===== config.mk =====
export PLATFORM = sky130hd
export DESIGN_NAME = cis_irq
export DESIGN_NICKNAME = d
export VERILOG_FILES = /design/src/include/cis_pkg.sv /design/src/logic/cis_irq.sv
export VERILOG_INCLUDE_DIRS = /design/src /design/src/include
export SDC_FILE = /design/constraint.sdc
export NUM_CORES = 1
export LEC_CHECK = 0
export ABC_AREA = 1
export BUFFER_PORTS_ARGS = -buffer_cell sky130_fd_sc_hd__buf_4
export CORE_MARGIN = 5
export CORE_UTILIZATION = 50
export CTS_CLUSTER_DIAMETER = 150
export DETAILED_ROUTE_END_ITERATION = 16
export HOLD_SLACK_MARGIN = 0.08
export PLACE_DENSITY = 0.75
export REMOVE_ABC_BUFFERS = 1
export SYNTH_ARGS = -nofsm -noshare
export SYNTH_HDL_FRONTEND = slang
export SYNTH_SLANG_ARGS = --single-unit

===== constraint.sdc =====
create_clock -name clk -period 1.8 [get_ports clk]
set_input_delay 0.09 -clock clk [delete_from_list [all_inputs] [get_ports clk]]
set_output_delay 0.09 -clock clk [all_outputs]
set_load 0.05 [all_outputs]

===== src/include/cis_cfg.svh =====
`ifndef CIS_CFG_SVH
`define CIS_CFG_SVH
// Register byte offsets on the Avalon-MM slave.
`define CIS_OFF_MODE2 6'h00
`define CIS_OFF_VERT 6'h04
`define CIS_OFF_SCROLL 6'h08
`define CIS_OFF_TOP_SOFT 6'h0C
`define CIS_OFF_TOP_HARD 6'h10
`define CIS_OFF_VECTOR 6'h14
`define CIS_OFF_EVENT 6'h18
`define CIS_OFF_STATUS 6'h1C
// Mode register 2 field positions.
`define CIS_M2_SCR_PEND 0
`define CIS_M2_SCR_EN 1
`define CIS_M2_SCR_INSVC 2
`define CIS_M2_VRT_PEND 3
`define CIS_M2_VRT_EN 4
`define CIS_M2_VRT_INSVC 5
`define CIS_M2_BLOCK_LOWER 6
`define CIS_M2_NO_VECTOR 7
`define CIS_M2_SCROLL_ACTIVE 8
// Scroll control field positions.
`define CIS_SC_ON 0
`define CIS_SC_WINDOW 1
`define CIS_SC_DOWN 2
`define CIS_SC_OFFSET_LSB 3
`define CIS_SC_WSEL_LSB 8
// Event register: pulses written by the row and scroll sequencers.
`define CIS_EV_ROW_LOADED 0
`define CIS_EV_ROW_DONE 1
`define CIS_EV_ROW_START 2
`define CIS_EV_FRAME_START 3
// Vector bit that carries the scroll-active status.
`define CIS_VEC_SCROLL_BIT 1
// Reset values.
`define CIS_RST_VECTOR 8'h00
`define CIS_RST_TOP 16'h0000
`define CIS_RST_ROWCNT 8'h01
`endif


===== src/include/cis_pkg.sv =====
package cis_pkg;
  // Per-source interrupt control bits.
  typedef struct packed {
    logic pending;
    logic enable;
    logic in_service;
  } cis_src_t;
  // Acknowledge bus from the host processor.
  typedef struct packed {
    logic ack;
    logic strobe;
  } cis_ack_t;
  // Address/data pins as two signals each.
  typedef struct packed {
    logic [15:0] dout;
    logic [15:0] oe_n;
  } cis_ad_t;
  // Bus slave states.
  typedef enum logic [0:0] {CIS_IDLE, CIS_DONE} cis_bus_t;
endpackage : cis_pkg


===== src/logic/cis_irq.sv =====
`timescale 1ns/1ps
`include "cis_cfg.svh"
// Notes on behaviour
// - Vertical irq after n-th row loaded.
// - Count one fires after first row's final segment.
// - Scroll source outranks vertical source.
// - Each source has pending, enable, in-service.
// - Request only when pending, enabled, idle, chain high.
// - Enabled pending source holds chain out low during acknowledge.
// - Falling strobe sets in-service of winning source.
// - Vector on low byte, upper byte low.
// - No-vector flag floats all sixteen pins.
// - In-service forces chain out low when enabled.
// - Disabled source still latches pending.
// - Clearing enable releases the request line.
// - Disabled source ignores acknowledge, chain passes.
// - Block-lower flag forces chain out low.
// - Scroll windows or background, never both.
// - Row line address is line count plus offset where scrolled.
// - Scroll irq when new row scroll begins.
// - Shadow top pointer moves in at row completion.
// - Shadow inert when not scrolling; direct immediate.
// - Scroll-on, window select and direction flags.
// - Only selected windows scroll together.
// - Scroll-active status in vector bit 1.
// - Scroll enable at mode-2 bit 1.
// - Scroll in-service at mode-2 bit 2.

////////////////////////////////////////////////////////////////////////////////

module cis_irq #(
  parameter int WIN_COUNT = 8 // Number of windows with a scroll-select bit.
) (
  input wire logic clk, // 20 MHz controller clock.
  input wire logic rst_n, // Synchronous reset, active low.
  input wire logic [5:0] avs_address, // Byte address.
  input wire logic avs_read, // Read request.
  input wire logic avs_write, // Write request.
  input wire logic [31:0] avs_writedata, // Write data.
  output logic [31:0] avs_readdata, // Read data.
  output logic avs_waitrequest, // Stall until answer ready.
  input wire logic priority_chain_in, // Chain input pin, high lets us request.
  output logic priority_chain_out, // Chain output pin.
  output logic irq_request_n, // Request line, active low.
  input wire logic irq_acknowledge_strobe_n, // Acknowledge pin, active low.
  input wire logic data_strobe_n, // Data strobe pin, active low.
  output logic [15:0] ad_out, // Address/data drive value.
  output logic [15:0] ad_oe_n, // Address/data enables, low drives.
  input wire logic [4:0] row_line_count, // Scan line within the current row.
  input wire logic in_window, // Current character lies in a window.
  input wire logic [2:0] window_index, // Window being displayed.
  output logic [4:0] row_line_address, // Row line address outputs.
  output logic [15:0] active_top // Top pointer used for fetching.
);

  ////////////////////////////////////////////////////////////////////////////////
  // Pin synchronisers.

  logic [2:0] pin_s1_reg; // First stage, read only by the second stage.
  logic [2:0] pin_s2_reg; // Second stage, used by logic.
  logic strobe_d_reg; // Previous strobe level for edge detection.
  logic chain_in; // Synchronised chain input.
  logic ack_on; // Acknowledge cycle in progress.
  logic strobe_on; // Data strobe asserted.
  logic strobe_fall; // Falling data strobe.

  // Pins arrive from outside; two flops before any logic looks at them.
  always_ff @(posedge clk) begin
    if (!rst_n) begin
      pin_s1_reg <= 3'h7;
      pin_s2_reg <= 3'h7;
      strobe_d_reg <= 1'b0;
    end else begin
      pin_s1_reg <= {priority_chain_in, irq_acknowledge_strobe_n, data_strobe_n};
      pin_s2_reg <= pin_s1_reg;
      strobe_d_reg <= strobe_on;
    end
  end

  assign chain_in = pin_s2_reg[2];
  assign ack_on = !pin_s2_reg[1];
  assign strobe_on = !pin_s2_reg[0];
  assign strobe_fall = strobe_on && !strobe_d_reg;

  ////////////////////////////////////////////////////////////////////////////////
  // Control registers.

  cis_pkg::cis_src_t scr_reg; // Scroll source, higher priority.
  cis_pkg::cis_src_t vrt_reg; // Vertical source.
  logic block_lower_chain_reg; // Forces chain out low.
  logic no_vector_flag_reg; // Leaves vector to outside circuitry.
  logic [7:0] row_count_irq_field_reg; // Row number that raises the vertical irq.
  logic [7:0] vector_reg; // Base interrupt vector.
  logic smooth_scroll_on_reg; // Scroll-on flag.
  logic scroll_window_reg; // High scrolls windows, low background.
  logic scroll_down_reg; // Scroll direction.
  logic [4:0] scroll_offset_reg; // Scan-line offset applied while scrolling.
  logic [WIN_COUNT-1:0] window_scroll_select_reg; // Per-window scroll select.
  logic [15:0] top_soft_reg; // Shadow top pointer.
  logic [15:0] top_hard_reg; // Active top pointer.
  logic scroll_active_status_reg; // Scroll in progress.
  logic [7:0] rows_loaded_reg; // Rows loaded this frame.
  logic vrt_event; // Vertical event pulse.
  logic scr_event; // Scroll event pulse.
  logic row_done; // Row scroll completed pulse.
  logic frame_start; // Frame restart pulse from software sequencer.
  logic wr_mode2; // Write to mode register 2.
  logic bus_go; // Request taken this cycle.
  logic wr_go; // Write taken this cycle.
  cis_pkg::cis_bus_t bus_state_reg; // Bus slave state.

  assign bus_go = (avs_read || avs_write) && bus_state_reg == cis_pkg::CIS_IDLE;
  assign wr_go = bus_go && avs_write;
  assign wr_mode2 = wr_go && avs_address == `CIS_OFF_MODE2;
  // The sequencers outside this block report progress through the event register.
  assign frame_start = wr_go && avs_address == `CIS_OFF_EVENT
    && avs_writedata[`CIS_EV_FRAME_START];
  assign row_done = wr_go && avs_address == `CIS_OFF_EVENT
    && avs_writedata[`CIS_EV_ROW_DONE] && scroll_active_status_reg;
  // Scroll irq at the start of each new row scroll.
  assign scr_event = wr_go && avs_address == `CIS_OFF_EVENT
    && avs_writedata[`CIS_EV_ROW_START] && scroll_active_status_reg;

  // Vertical event: the n-th completely loaded row, counting from one.
  assign vrt_event = wr_go && avs_address == `CIS_OFF_EVENT
    && avs_writedata[`CIS_EV_ROW_LOADED]
    && (rows_loaded_reg + 8'h01) == row_count_irq_field_reg;

  // Count of rows fully loaded since the frame began.
  always_ff @(posedge clk) begin
    if (!rst_n || frame_start) begin
      rows_loaded_reg <= 8'h00;
    end else if (wr_go && avs_address == `CIS_OFF_EVENT
                 && avs_writedata[`CIS_EV_ROW_LOADED]) begin
      rows_loaded_reg <= rows_loaded_reg + 8'h01;
    end
  end

  ////////////////////////////////////////////////////////////////////////////////
  // Interrupt sources and daisy chain.

  logic scr_take; // Scroll source is being acknowledged.
  logic vrt_take; // Vertical source is being acknowledged.
  logic scr_out; // Chain between scroll and vertical source.
  logic chain_next; // Next chain output.
  logic req_next; // Next request line level.

  // Scroll source sits first on the chain, the vertical source below it.
  assign scr_take = strobe_fall && ack_on && scr_reg.enable && scr_reg.pending
    && !scr_reg.in_service && chain_in;
  assign vrt_take = strobe_fall && ack_on && vrt_reg.enable && vrt_reg.pending
    && !vrt_reg.in_service && scr_out;

  // Chain output of each source; a disabled source simply passes.
  assign scr_out = chain_in && !(scr_reg.enable && (scr_reg.in_service
    || (ack_on && scr_reg.pending)));
  assign chain_next = !block_lower_chain_reg && scr_out && !(vrt_reg.enable
    && (vrt_reg.in_service || (ack_on && vrt_reg.pending)));

  // Request: pending, enabled, not in service, chain high, no acknowledge.
  assign req_next = !ack_on && ((scr_reg.pending && scr_reg.enable
    && !scr_reg.in_service && chain_in) || (vrt_reg.pending && vrt_reg.enable
    && !vrt_reg.in_service && scr_out));

  // Scroll source bits; the event sets pending even when disabled, set beats clear.
  always_ff @(posedge clk) begin
    if (!rst_n) begin
      scr_reg <= '0;
    end else begin
      if (wr_mode2) begin
        scr_reg.enable <= avs_writedata[`CIS_M2_SCR_EN];
      end
      scr_reg.pending <= scr_event
        || (scr_reg.pending && !(wr_mode2 && !avs_writedata[`CIS_M2_SCR_PEND]));
      scr_reg.in_service <= scr_take || (scr_reg.in_service
        && !(wr_mode2 && !avs_writedata[`CIS_M2_SCR_INSVC]));
    end
  end

  // Vertical source bits, same shape as the scroll source.
  always_ff @(posedge clk) begin
    if (!rst_n) begin
      vrt_reg <= '0;
    end else begin
      if (wr_mode2) begin
        vrt_reg.enable <= avs_writedata[`CIS_M2_VRT_EN];
      end
      vrt_reg.pending <= vrt_event
        || (vrt_reg.pending && !(wr_mode2 && !avs_writedata[`CIS_M2_VRT_PEND]));
      vrt_reg.in_service <= vrt_take || (vrt_reg.in_service
        && !(wr_mode2 && !avs_writedata[`CIS_M2_VRT_INSVC]));
    end
  end

  // Chain and request pins come from flops.
  always_ff @(posedge clk) begin
    if (!rst_n) begin
      priority_chain_out <= 1'b0;
      irq_request_n <= 1'b1;
    end else begin
      priority_chain_out <= chain_next;
      irq_request_n <= !req_next;
    end
  end

  ////////////////////////////////////////////////////////////////////////////////
  // Vector drive during acknowledge.

  logic vec_owner_reg; // This device won the acknowledge.

  // The winner keeps the bus through every strobe of the acknowledge cycle.
  always_ff @(posedge clk) begin
    if (!rst_n || !ack_on) begin
      vec_owner_reg <= 1'b0;
    end else if (scr_take || vrt_take) begin
      vec_owner_reg <= 1'b1;
    end
  end

  // Low byte carries the vector with scroll status in bit 1; pins float when told.
  always_ff @(posedge clk) begin
    if (!rst_n) begin
      ad_out <= 16'h0000;
      ad_oe_n <= 16'hFFFF;
    end else if ((vec_owner_reg || scr_take || vrt_take) && strobe_on
                 && !no_vector_flag_reg) begin
      ad_out <= {8'h00, vector_reg[7:2], scroll_active_status_reg, vector_reg[0]};
      ad_oe_n <= 16'h0000;
    end else begin
      ad_out <= 16'h0000;
      ad_oe_n <= 16'hFFFF;
    end
  end

  ////////////////////////////////////////////////////////////////////////////////
  // Smooth scroll control and top pointers.

  logic win_selected; // Current window takes part in the scroll.
  logic scroll_here; // Current region is being scrolled.

  assign win_selected = window_scroll_select_reg[window_index];
  // One mode flag picks windows or background, so both can never move together.
  assign scroll_here = scroll_active_status_reg
    && (scroll_window_reg ? (in_window && win_selected) : !in_window);

  // Line address: offset added only where scrolling applies.
  always_ff @(posedge clk) begin
    if (!rst_n) begin
      row_line_address <= 5'h00;
    end else begin
      row_line_address <= scroll_here ? row_line_count + scroll_offset_reg
                                      : row_line_count;
    end
  end

  // Scroll status stays until the row in progress finishes after scroll-on drops.
  always_ff @(posedge clk) begin
    if (!rst_n) begin
      scroll_active_status_reg <= 1'b0;
    end else if (smooth_scroll_on_reg) begin
      scroll_active_status_reg <= 1'b1;
    end else if (row_done) begin
      scroll_active_status_reg <= 1'b0;
    end
  end

  // Direct writes win at once; shadow only moves in at row completion.
  always_ff @(posedge clk) begin
    if (!rst_n) begin
      top_hard_reg <= `CIS_RST_TOP;
    end else if (wr_go && avs_address == `CIS_OFF_TOP_HARD) begin
      top_hard_reg <= avs_writedata[15:0];
    end else if (row_done) begin
      top_hard_reg <= top_soft_reg;
    end
  end

  assign active_top = top_hard_reg;

  // Plain configuration registers.
  always_ff @(posedge clk) begin
    if (!rst_n) begin
      block_lower_chain_reg <= 1'b0;
      no_vector_flag_reg <= 1'b0;
      row_count_irq_field_reg <= `CIS_RST_ROWCNT;
      vector_reg <= `CIS_RST_VECTOR;
      smooth_scroll_on_reg <= 1'b0;
      scroll_window_reg <= 1'b0;
      scroll_down_reg <= 1'b0;
      scroll_offset_reg <= 5'h00;
      window_scroll_select_reg <= '0;
      top_soft_reg <= `CIS_RST_TOP;
    end else if (wr_go) begin
      unique case (avs_address)
        `CIS_OFF_MODE2: begin
          block_lower_chain_reg <= avs_writedata[`CIS_M2_BLOCK_LOWER];
          no_vector_flag_reg <= avs_writedata[`CIS_M2_NO_VECTOR];
        end
        `CIS_OFF_VERT: row_count_irq_field_reg <= avs_writedata[7:0];
        `CIS_OFF_VECTOR: vector_reg <= avs_writedata[7:0];
        `CIS_OFF_SCROLL: begin
          smooth_scroll_on_reg <= avs_writedata[`CIS_SC_ON];
          scroll_window_reg <= avs_writedata[`CIS_SC_WINDOW];
          scroll_down_reg <= avs_writedata[`CIS_SC_DOWN];
          scroll_offset_reg <= avs_writedata[`CIS_SC_OFFSET_LSB +: 5];
          window_scroll_select_reg <= avs_writedata[`CIS_SC_WSEL_LSB +: WIN_COUNT];
        end
        `CIS_OFF_TOP_SOFT: top_soft_reg <= avs_writedata[15:0];
        default: begin
        end
      endcase
    end
  end

  ////////////////////////////////////////////////////////////////////////////////
  // Avalon-MM slave: one wait state on every access, answer on the second edge.

  logic [31:0] rd_mux; // Read value for the addressed register.

  // Unmapped addresses read as zero and ignore writes.
  always_comb begin
    rd_mux = 32'h0000_0000;
    unique case (avs_address)
      `CIS_OFF_MODE2: rd_mux = {23'h0, scroll_active_status_reg, no_vector_flag_reg,
        block_lower_chain_reg, vrt_reg.in_service, vrt_reg.enable, vrt_reg.pending,
        scr_reg.in_service, scr_reg.enable, scr_reg.pending};
      `CIS_OFF_VERT: rd_mux = {24'h0, row_count_irq_field_reg};
      // The size cast zero-extends, so a full window count needs no empty padding.
      `CIS_OFF_SCROLL: rd_mux = 32'({window_scroll_select_reg, scroll_offset_reg,
        scroll_down_reg, scroll_window_reg, smooth_scroll_on_reg});
      `CIS_OFF_TOP_SOFT: rd_mux = {16'h0, top_soft_reg};
      `CIS_OFF_TOP_HARD: rd_mux = {16'h0, top_hard_reg};
      `CIS_OFF_VECTOR: rd_mux = {24'h0, vector_reg};
      `CIS_OFF_STATUS: rd_mux = {24'h0, rows_loaded_reg};
      default: rd_mux = 32'h0000_0000;
    endcase
  end

  // Wait request drops for one cycle after a request is taken.
  always_ff @(posedge clk) begin
    if (!rst_n) begin
      bus_state_reg <= cis_pkg::CIS_IDLE;
      avs_waitrequest <= 1'b1;
      avs_readdata <= 32'h0000_0000;
    end else begin
      unique case (bus_state_reg)
        cis_pkg::CIS_IDLE: begin
          if (avs_read || avs_write) begin
            bus_state_reg <= cis_pkg::CIS_DONE;
            avs_waitrequest <= 1'b0;
            avs_readdata <= avs_read ? rd_mux : 32'h0000_0000;
          end
        end
        cis_pkg::CIS_DONE: begin
          bus_state_reg <= cis_pkg::CIS_IDLE;
          avs_waitrequest <= 1'b1;
        end
      endcase
    end
  end

endmodule : cis_irq


==> qor.csv, run 1 <==
metric;value;unit
m1WireLength;7130;um
antenna_found_initial;0;
synth-xor-area-share;0.889;%
synth_compound_area_share;18.4;%
setup_viol;0;
core;11500;um^2
synth_top_family_by_area;simple AND/OR/NAND/NOR gates;
die_area;14100;um^2
grt_max_degree;55;
crit_slowest_cell;dfxtp_1;
vias;5829;
grt_pass1_wl;27300;um
cts_made_buffers;17;
crit_fanout;7;
ir_drop;0.532;mV
vias_per_cell;5.20;
crit_required;2140;ps
drcViolationCount;0;
layout_commonest_cell;nand2_1;
fin_total_pwr;6720;uW
antennaDiodeCount;0;
dp_hpwl;11800;um
track_usage;24.1;%
hp-class;in2reg;
synth_edf_count;0;
wl_per_cell;15.1;um
fillerInstances;1016;
clkTransAtPathRegs;60;ps
critPathMaxStageDelay;320;ps
pin_count;142;
overflow;0;
yosysWarnings;0;
whs;101;ps
rrSetupSlack;140;ps
firstDrtPassIters;5;
maxSlewViolCount;0;
place_area;6740;um^2
wl_met3;1310;um
cts_root_buf;clkbuf_16;
powerDensity;881;nW/um^2
synth_fa_ha_area_share;1.40;%
critPathBufInv;3;
start_kind;flop;
netlist_area;5910;um^2
rsz0062_at_grt;false;
die_w;119;um
postLayoutCoreUtil;66.3;%
clockBufferDepth;2;
clock_latency;430;ps
cts_sinks;123;
route.met2.wl;8080;um
start_util;51.3;%
period_minus_slack;1660;ps
final_cell_mix;159 x nand2_1, 127 x buf_4, 123 x dfxtp_1;
synth_async_sr_flop_share;0;%
crit_chain;inv_2 > nand2_2 > nor2_2 > nand2_2 > nor2_4 > clkinvlp_4 > buf_12 > a211oi_1;
p_leak;0.00338;uW
fmax;0.603;GHz
areaGrowthSynthToFinish;29.2;%
synth_top_area_share;41.7;%
top_layer;met4;
synth_mux_area_share;0;%
ant_nets;0;
synth.largest_area_cell;dfxtp_1;
report.final.hold_viol_count;0;
timing.final.crit_share;92.1;%
grt_pass1_vias;5517;
nets;1027;
status;completed;
drive_above_1_share;19.2;%
setup.worst_path.end_class;flop;
synthDistinctLibCells;33;
syn_avg_cell_area;7.03;um^2
synth.area.top_cells;dfxtp_1 42%, nand2_1 10%, nor2_1 7.1%;
cts_tree;yes;
design_area;7640;um^2
wirelength;16900;um
seq_area_frac_synth;41.7;%
drt-initial-drc-count;463;
place_congestion;0.924;
netlist_instances;841;
critical_path_arrival;2000;ps
crit_type;reg2reg;
finClkSkew;9.98;ps
ys_ff_latch;123;
die_h;119;um
io_buffers;101;
crit_family;simple AND/OR/NAND/NOR gates;
cpMostUsedCell;nand2_2;
cts.htree.levels;4;
drv_cap;0;
synthFlopType;dfxtp_1;
rows;39;
synth-simple-area-share;24.9;%
==> repair_timing <==
item                                    CTS  global route
buffers inserted                          0             4
endpoints found under the setup margin    0            11
hold endpoints to repair                 52             0
gates resized for setup                   0             8
hold buffers                             24             0
==> per-layer routing <==
layer | GRT usage [%] | vias to the layer above
li1 | - | 2934
met1 | 29.8 | 2623
met2 | 40.0 | 242
met3 | 6.64 | 30
met4 | 9.05 | 0
met5 | 0 | -
==> worst paths after layout <==
| kind | start | endpoint | depth (start not counted) |
|---|---|---|---|
| max reg2reg | bus_state_reg | rows_loaded_reg[3] | 8 |
| min | avs_address[3] | scr_reg[2] | 5 |
| min reg2reg | pin_s1_reg[0] | pin_s2_reg[0] | 1 |
| max | bus_state_reg | rows_loaded_reg[3] | 8 |
==> report_power, final <==
part	switching [uW]	internal, uW
clock	1170	2250
sequential	16.2	2750
combinational	359	172
total	1550	5170
==> through the flow <==
| stage | std cells | TNS, ps | setup slack, ps |
|---|---|---|---|
| floorplan | 792 | -75780 | -3710 |
| global placement | 1063 | 0 | 148 |
| detailed placement | 1063 | 0 | 116 |
| CTS | 1118 | 0 | 106 |
| global route | 1122 | 0 | 8.72 |
| finish | 1122 | 0 | 142 |
==> cell usage after synthesis (3+ instances only) <==
cell type	count
ha_1	5
inv_1	76
nand4_1	6
nand2_2	4
buf_2	13
o21ai_0	82
or2_2	6
nor2_1	112
nor2_2	5
dfxtp_1	123
inv_2	4
buf_4	41
a21oi_1	79
a211oi_1	11
nand3_1	53
xnor2_1	3
xor2_1	3
o21ai_1	13
nor3_1	3
o211ai_1	8
nand2_1	159
nor2_4	3
clkbuf_1	17
==> area by class of cell <==
type / count / area [um^2] / share of cell area, %
Timing Repair Buffer: 156 / 1290 / 16.9
Clock buffer: 26 / 519 / 6.80
Sequential cell: 123 / 2460 / 32.2
Tap cell: 143 / 179 / 2.34
Multi-Input combinational cell: 589 / 2790 / 36.6
Clock inverter: 5 / 81.3 / 1.07
Inverter: 80 / 307 / 4.01
==> cells by family (layout without fill, tap and decap cells) <==
logic type                 after synthesis  in the layout
AOI/OAI and AO/OA                      201            201
xor gates and xnor gates                 6              6
adders and majority gates                6              6
buffers and inverters                  152            267
DFF                                    123            123
other                                    1             24
and+or+nand+nor                        352            352
==> tightest hold or removal path, stage by stage <==
cell and delay (ps):
buf_4 130, nand2_1 70, nor2_2 60, nand4_1 70, a21oi_1 60
No activity file was read; power rests on OpenSTA's default activity.
==> inputs of run 2 (changes only) <==
--- a/config.mk
+++ b/config.mk
@@ -15,6 +15,7 @@
 export HOLD_SLACK_MARGIN = 0.08
 export PLACE_DENSITY = 0.75
 export REMOVE_ABC_BUFFERS = 1
+export SETUP_SLACK_MARGIN = 0.3
 export SYNTH_ARGS = -nofsm -noshare
 export SYNTH_HDL_FRONTEND = slang
 export SYNTH_SLANG_ARGS = --single-unit
==> run 2 against run 1 <==
Compared with the run above: clock skew up 1.1 ps; design area up 5.3%; sequential share of layout area down 1.4 points; highest routed layer unchanged; non-clock buffer count up 18; worst setup slack better by 100 ps; clock power about the same.
==> qor.csv, run 2 (synthesized netlist as in run 1, its figures left out) <==
metric;value;unit;change
layout_commonest_cell;nand2_1;;
place_congestion;0.924;;unchanged
wl_per_cell;15.7;um;+4.6%
cts_made_buffers;17;;unchanged
rsz0062_at_grt;true;;
worstHoldStart;avs_writedata[1];;
die_area;14100;um^2;unchanged
crit_type;reg2reg;;
drive_above_1_share;24.9;%;+5.7 points
cts_root_buf;clkbuf_16;;
crit_start;bus_state_reg;;
r2r_start;bus_state_reg;;
cts_tree;yes;;
preCtsSetupSlack;116;ps;unchanged
areaGrowthSynthToFinish;36.1;%;
overflow;0;;unchanged
drt-initial-drc-count;475;;+2.6%
core;11500;um^2;unchanged
ant_nets;0;;unchanged
clock_latency;420;ps;about the same
grt_pass1_wl;28200;um;+3.3%
grt_max_degree;55;;unchanged
pin_count;142;;unchanged
period_minus_slack;1560;ps;-103 ps
clockBufferDepth;2;;unchanged
setup_viol;0;;unchanged
cts.htree.levels;4;;unchanged
crit_fanout;4;;-3
cts_sinks;123;;unchanged
dp_hpwl;11800;um;unchanged
final_cell_mix;155 x nand2_1, 136 x buf_4, 118 x dfxtp_1;;
setup.worst_path.end_class;flop;;
finClkSkew;11.0;ps;+1.06 ps
vias_per_cell;5.29;;+1.8%
grt_pass1_vias;5709;;+3.5%
place_area;6740;um^2;unchanged
die_h;119;um;unchanged
multi_input_area;3010;um^2;+7.7%
die_w;119;um;unchanged
start_util;51.3;%;unchanged
firstDrtPassIters;5;;unchanged
fmax;0.643;GHz;+6.6%
report.final.hold_viol_count;0;;unchanged
seq_area;2480;um^2;+0.56%
start_kind;flop;;
rows;39;;unchanged
antennaDiodeCount;0;;unchanged
critical_path_arrival;1870;ps;-130 ps
drcViolationCount;0;;unchanged
p_leak;0.00351;uW;+3.8%
crit_chain;inv_2 > nand2_4 > nor2_4 > nand2_4 > o31ai_4 > clkinvlp_4 > buf_6 > nor2_1 > nor2_1;;
crit_slowest_cell;dfxtp_2;;
antenna_found_initial;0;;unchanged
ir_drop;0.543;mV;+2.2%
fin_setup_tns;0;ps;unchanged
wirelength;18000;um;+6.3%
powerDensity;841;nW/um^2;-4.5%
design_area;8040;um^2;+5.3%
nets;1046;;+1.9%
status;completed;;
fillerInstances;940;;-7.5%
io_buffers;101;;unchanged
drv_cap;0;;unchanged
fin_total_pwr;6760;uW;+0.53%
setup_slack;245;ps;+103 ps
vias;6033;;+3.5%
maxSlewViolCount;0;;unchanged
clkTransAtPathRegs;50;ps;about the same
critPathMaxStageDelay;320;ps;about the same
hp-class;in2reg;;
timing.final.crit_share;86.4;%;-5.7 points
crit_required;2110;ps;-30 ps
track_usage;24.9;%;+0.81 points
-- run 2: cell count changes in the layout (fill, tap and decap cells not counted), sizes merged --
cell | before | now
clkinvlp | 2 | 3
buf | 132 | 150
-- run 2: per-layer routing --
| metal | GRT usage, % | share of wire (%) |
|---|---|---|
| met1 | 30.2 | 40 |
| met2 | 41.5 | 48 |
| met3 | 6.97 | 8.4 |
| met4 | 10.4 | 3.3 |
| met5 | 0 | 0 |
-- run 2: worst paths after layout --
kind / endpoint / slack, ps / cells past startpoint
hold reg to reg: pin_s2_reg[0] / 420 / 1
setup / recovery: active_top[5] / 240 / 9
hold / removal: top_soft_reg[1] / 110 / 3
setup reg to reg: active_top[5] / 240 / 9
-- run 2: critical path: cells and delay by family (launching register included) --
kind	cells	cell delay [ps]
AO/OA/AOI/OAI	1	280
buffers and inverters	3	420
flip-flops	1	320
AND/OR/NAND/NOR	5	430
-- run 2: repair_timing --
item	4_1_cts	5_1_grt
buffers inserted	13	9
gates resized for setup	25	62
hold buffers	24	0
endpoints found under the setup margin	33	78
cloned	1	0
hold endpoints to repair	52	0
pin swaps	6	28
-- run 2: final cells by class --
class / instances / area share, %
repair inverters: 1 / 0.0934
clock inverters: 5 / 1.01
well taps: 143 / 2.23
repair buffers: 174 / 18.1
inverters: 80 / 3.87
flip-flops and latches: 123 / 30.8
multi-input cells: 589 / 37.4
clock buffers: 26 / 6.46
-- run 2: report_power, final --
| part | total (uW) | internal (uW) | switching [uW] |
|---|---|---|---|
| logic | 564 | 188 | 376 |
| clock network | 3430 | 2250 | 1180 |
| registers | 2770 | 2750 | 16.1 |
-- run 2: per-stage QoR --
stage                     hold WS [ps]  instances  utilization (%)
after floorplan                    174        792                -
after global placement             280       1063             58.5
after detailed placement           282       1063             58.5
after CTS                         91.8       1132             67.3
after global routing               110       1141             69.8
final                              112       1141             69.8
==> inputs of run 3 (changes only) <==
--- a/config.mk
+++ b/config.mk
@@ -10,6 +10,7 @@
 export BUFFER_PORTS_ARGS = -buffer_cell sky130_fd_sc_hd__buf_4
 export CORE_MARGIN = 5
 export CORE_UTILIZATION = 50
+export CTS_BUF_LIST = sky130_fd_sc_hd__clkbuf_8
 export CTS_CLUSTER_DIAMETER = 150
 export DETAILED_ROUTE_END_ITERATION = 16
 export HOLD_SLACK_MARGIN = 0.08
==> run 3 against run 2 <==
Compared with the run above: clock power fell by 28%; power is 14% lower; core utilization down 2.9 points; final cell count did not move; sequential power barely moved; routed wire length decreased by 4.1%; global-route usage is 0.87 points lower; sequential share of layout area increased by 1.3 points; count of clock-buffer cells in the layout decreased by 3; fmax is 1.2% higher.
==> qor.csv, run 3 (synthesized netlist as in run 1, its figures left out) <==
metric;value;unit;change
crit_chain;ha_4 > inv_2 > fa_2 > o21ai_2 > xor2_1 > nand3_1 > nand2_1 > nor2_1;;
maxSlewViolCount;0;;unchanged
p_leak;0.00340;uW;-2.9%
start_util;51.3;%;unchanged
grt_pass1_vias;5639;;-1.2%
ant_nets;0;;unchanged
cts_made_buffers;17;;unchanged
status;completed;;
critical_path_arrival;1870;ps;about the same
crit_fanout;2;;-2
clock_latency;440;ps;+20 ps
place_area;6740;um^2;unchanged
grt_max_degree;55;;unchanged
cts.htree.levels;4;;unchanged
period_minus_slack;1540;ps;-18.7 ps
layout_commonest_cell;nand2_1;;
crit_family;adder cells;;
crit_required;2130;ps;+20 ps
design_area;7700;um^2;-4.2%
die_w;119;um;unchanged
cts_root_buf;clkbuf_8;;
fillerInstances;1002;;+6.6%
cts_sinks;123;;unchanged
crit_slowest_cell;fa_2;;
firstDrtPassIters;5;;unchanged
rsz0062_at_grt;true;;
crit_type;reg2reg;;
antenna_found_initial;0;;unchanged
dp_hpwl;11800;um;unchanged
critPathBufInv;1;;-2
track_usage;24.0;%;-0.87 points
drt-initial-drc-count;458;;-3.6%
start_kind;flop;;
drcViolationCount;0;;unchanged
cts_tree;yes;;
powerDensity;754;nW/um^2;-10%
core;11500;um^2;unchanged
setup_slack;263;ps;+18.7 ps
nets;1046;;unchanged
drv_cap;0;;unchanged
critPathMaxStageDelay;380;ps;+60 ps
rows;39;;unchanged
vias;5989;;-0.73%
fmax;0.651;GHz;+1.2%
io_buffers;101;;unchanged
hp-class;in2reg;;
clockBufferDepth;2;;unchanged
whs;145;ps;+32.6 ps
setup_viol;0;;unchanged
areaGrowthSynthToFinish;30.3;%;
place_congestion;0.924;;unchanged
die_h;119;um;unchanged
timing.final.crit_share;85.4;%;-1.0 points
grt_pass1_wl;27400;um;-2.7%
overflow;0;;unchanged
pin_count;142;;unchanged
report.final.hold_viol_count;0;;unchanged
postLayoutCoreUtil;66.9;%;-2.9 points
setup.worst_path.end_class;flop;;
die_area;14100;um^2;unchanged
drive_above_1_share;22.3;%;-2.6 points
antennaDiodeCount;0;;unchanged
wl_per_cell;15.1;um;-4.1%
ir_drop;0.475;mV;-13%
vias_per_cell;5.25;;-0.73%
wirelength;17200;um;-4.1%
final_cell_mix;158 x nand2_1, 137 x buf_4, 118 x dfxtp_1;;
preCtsSetupSlack;116;ps;unchanged
clkTransAtPathRegs;70;ps;+20 ps
finClkSkew;18.6;ps;+7.58 ps
fin_total_pwr;5810;uW;-14%
[run 3: cell type report]
| cell class | instances | area [um^2] | share of cell area, % |
|---|---|---|---|
| Timing Repair Buffer | 174 | 1440 | 18.7 |
| Clock inverter | 8 | 92.6 | 1.20 |
| Clock buffer | 23 | 317 | 4.11 |
| Tap cell | 143 | 179 | 2.32 |
| Inverter | 80 | 310 | 4.03 |
| Multi-Input combinational cell | 590 | 2890 | 37.6 |
| Sequential cell | 123 | 2470 | 32.1 |
[run 3: report_power, final]
part	switching, uW	total (uW)	internal (uW)	leakage, uW
Clock	1050	2480	1430	0.000218
Combinational	370	558	188	0.00219
Sequential	15.8	2760	2750	0.000996
Total	1440	5810	4370	0.00340
[run 3: metrics by stage]
stage                     setup TNS (ps)  cells
after floorplan                   -75780    792
after global placement                 0   1063
after detailed placement               0   1063
after CTS                              0   1127
after global routing                   0   1141
final                                  0   1141
[run 3: routing by layer]
layer  track usage, %  vias to the layer above  share of wire [%]
met5                0                        -                  0
met4             8.18                        0                1.9
met3             6.59                       33                8.9
met2             40.1                      305                 48
met1             29.9                     2677                 41
li1                 -                     2974                  -
[run 3: worst reg2reg max path, cell delays in order, from the launching register on]
cell	delay (ps)
dfxtp_2	360
ha_4	150
inv_2	40
fa_2	380
o21ai_2	150
xor2_1	150
nand3_1	80
nand2_1	90
nor2_1	30
[run 3: what timing repair did]
item / in CTS / in global routing
gates resized for setup: 21 / 25
pin swaps: 2 / 15
gates cloned: 0 / 1
hold buffers: 28 / 0
endpoints found under the hold margin: 60 / 0
setup endpoints to repair: 34 / 51
buffers inserted: 5 / 13
[run 3: final timing paths]
kind | from | to | slack (ps) | cells past startpoint
setup / recovery | scroll_offset_reg[0] | row_line_address[4] | 260 | 8
hold / removal | avs_read | bus_state_reg | 140 | 4
setup reg to reg | scroll_offset_reg[0] | row_line_address[4] | 260 | 8
hold reg to reg | pin_s1_reg[1] | pin_s2_reg[1] | 410 | 1
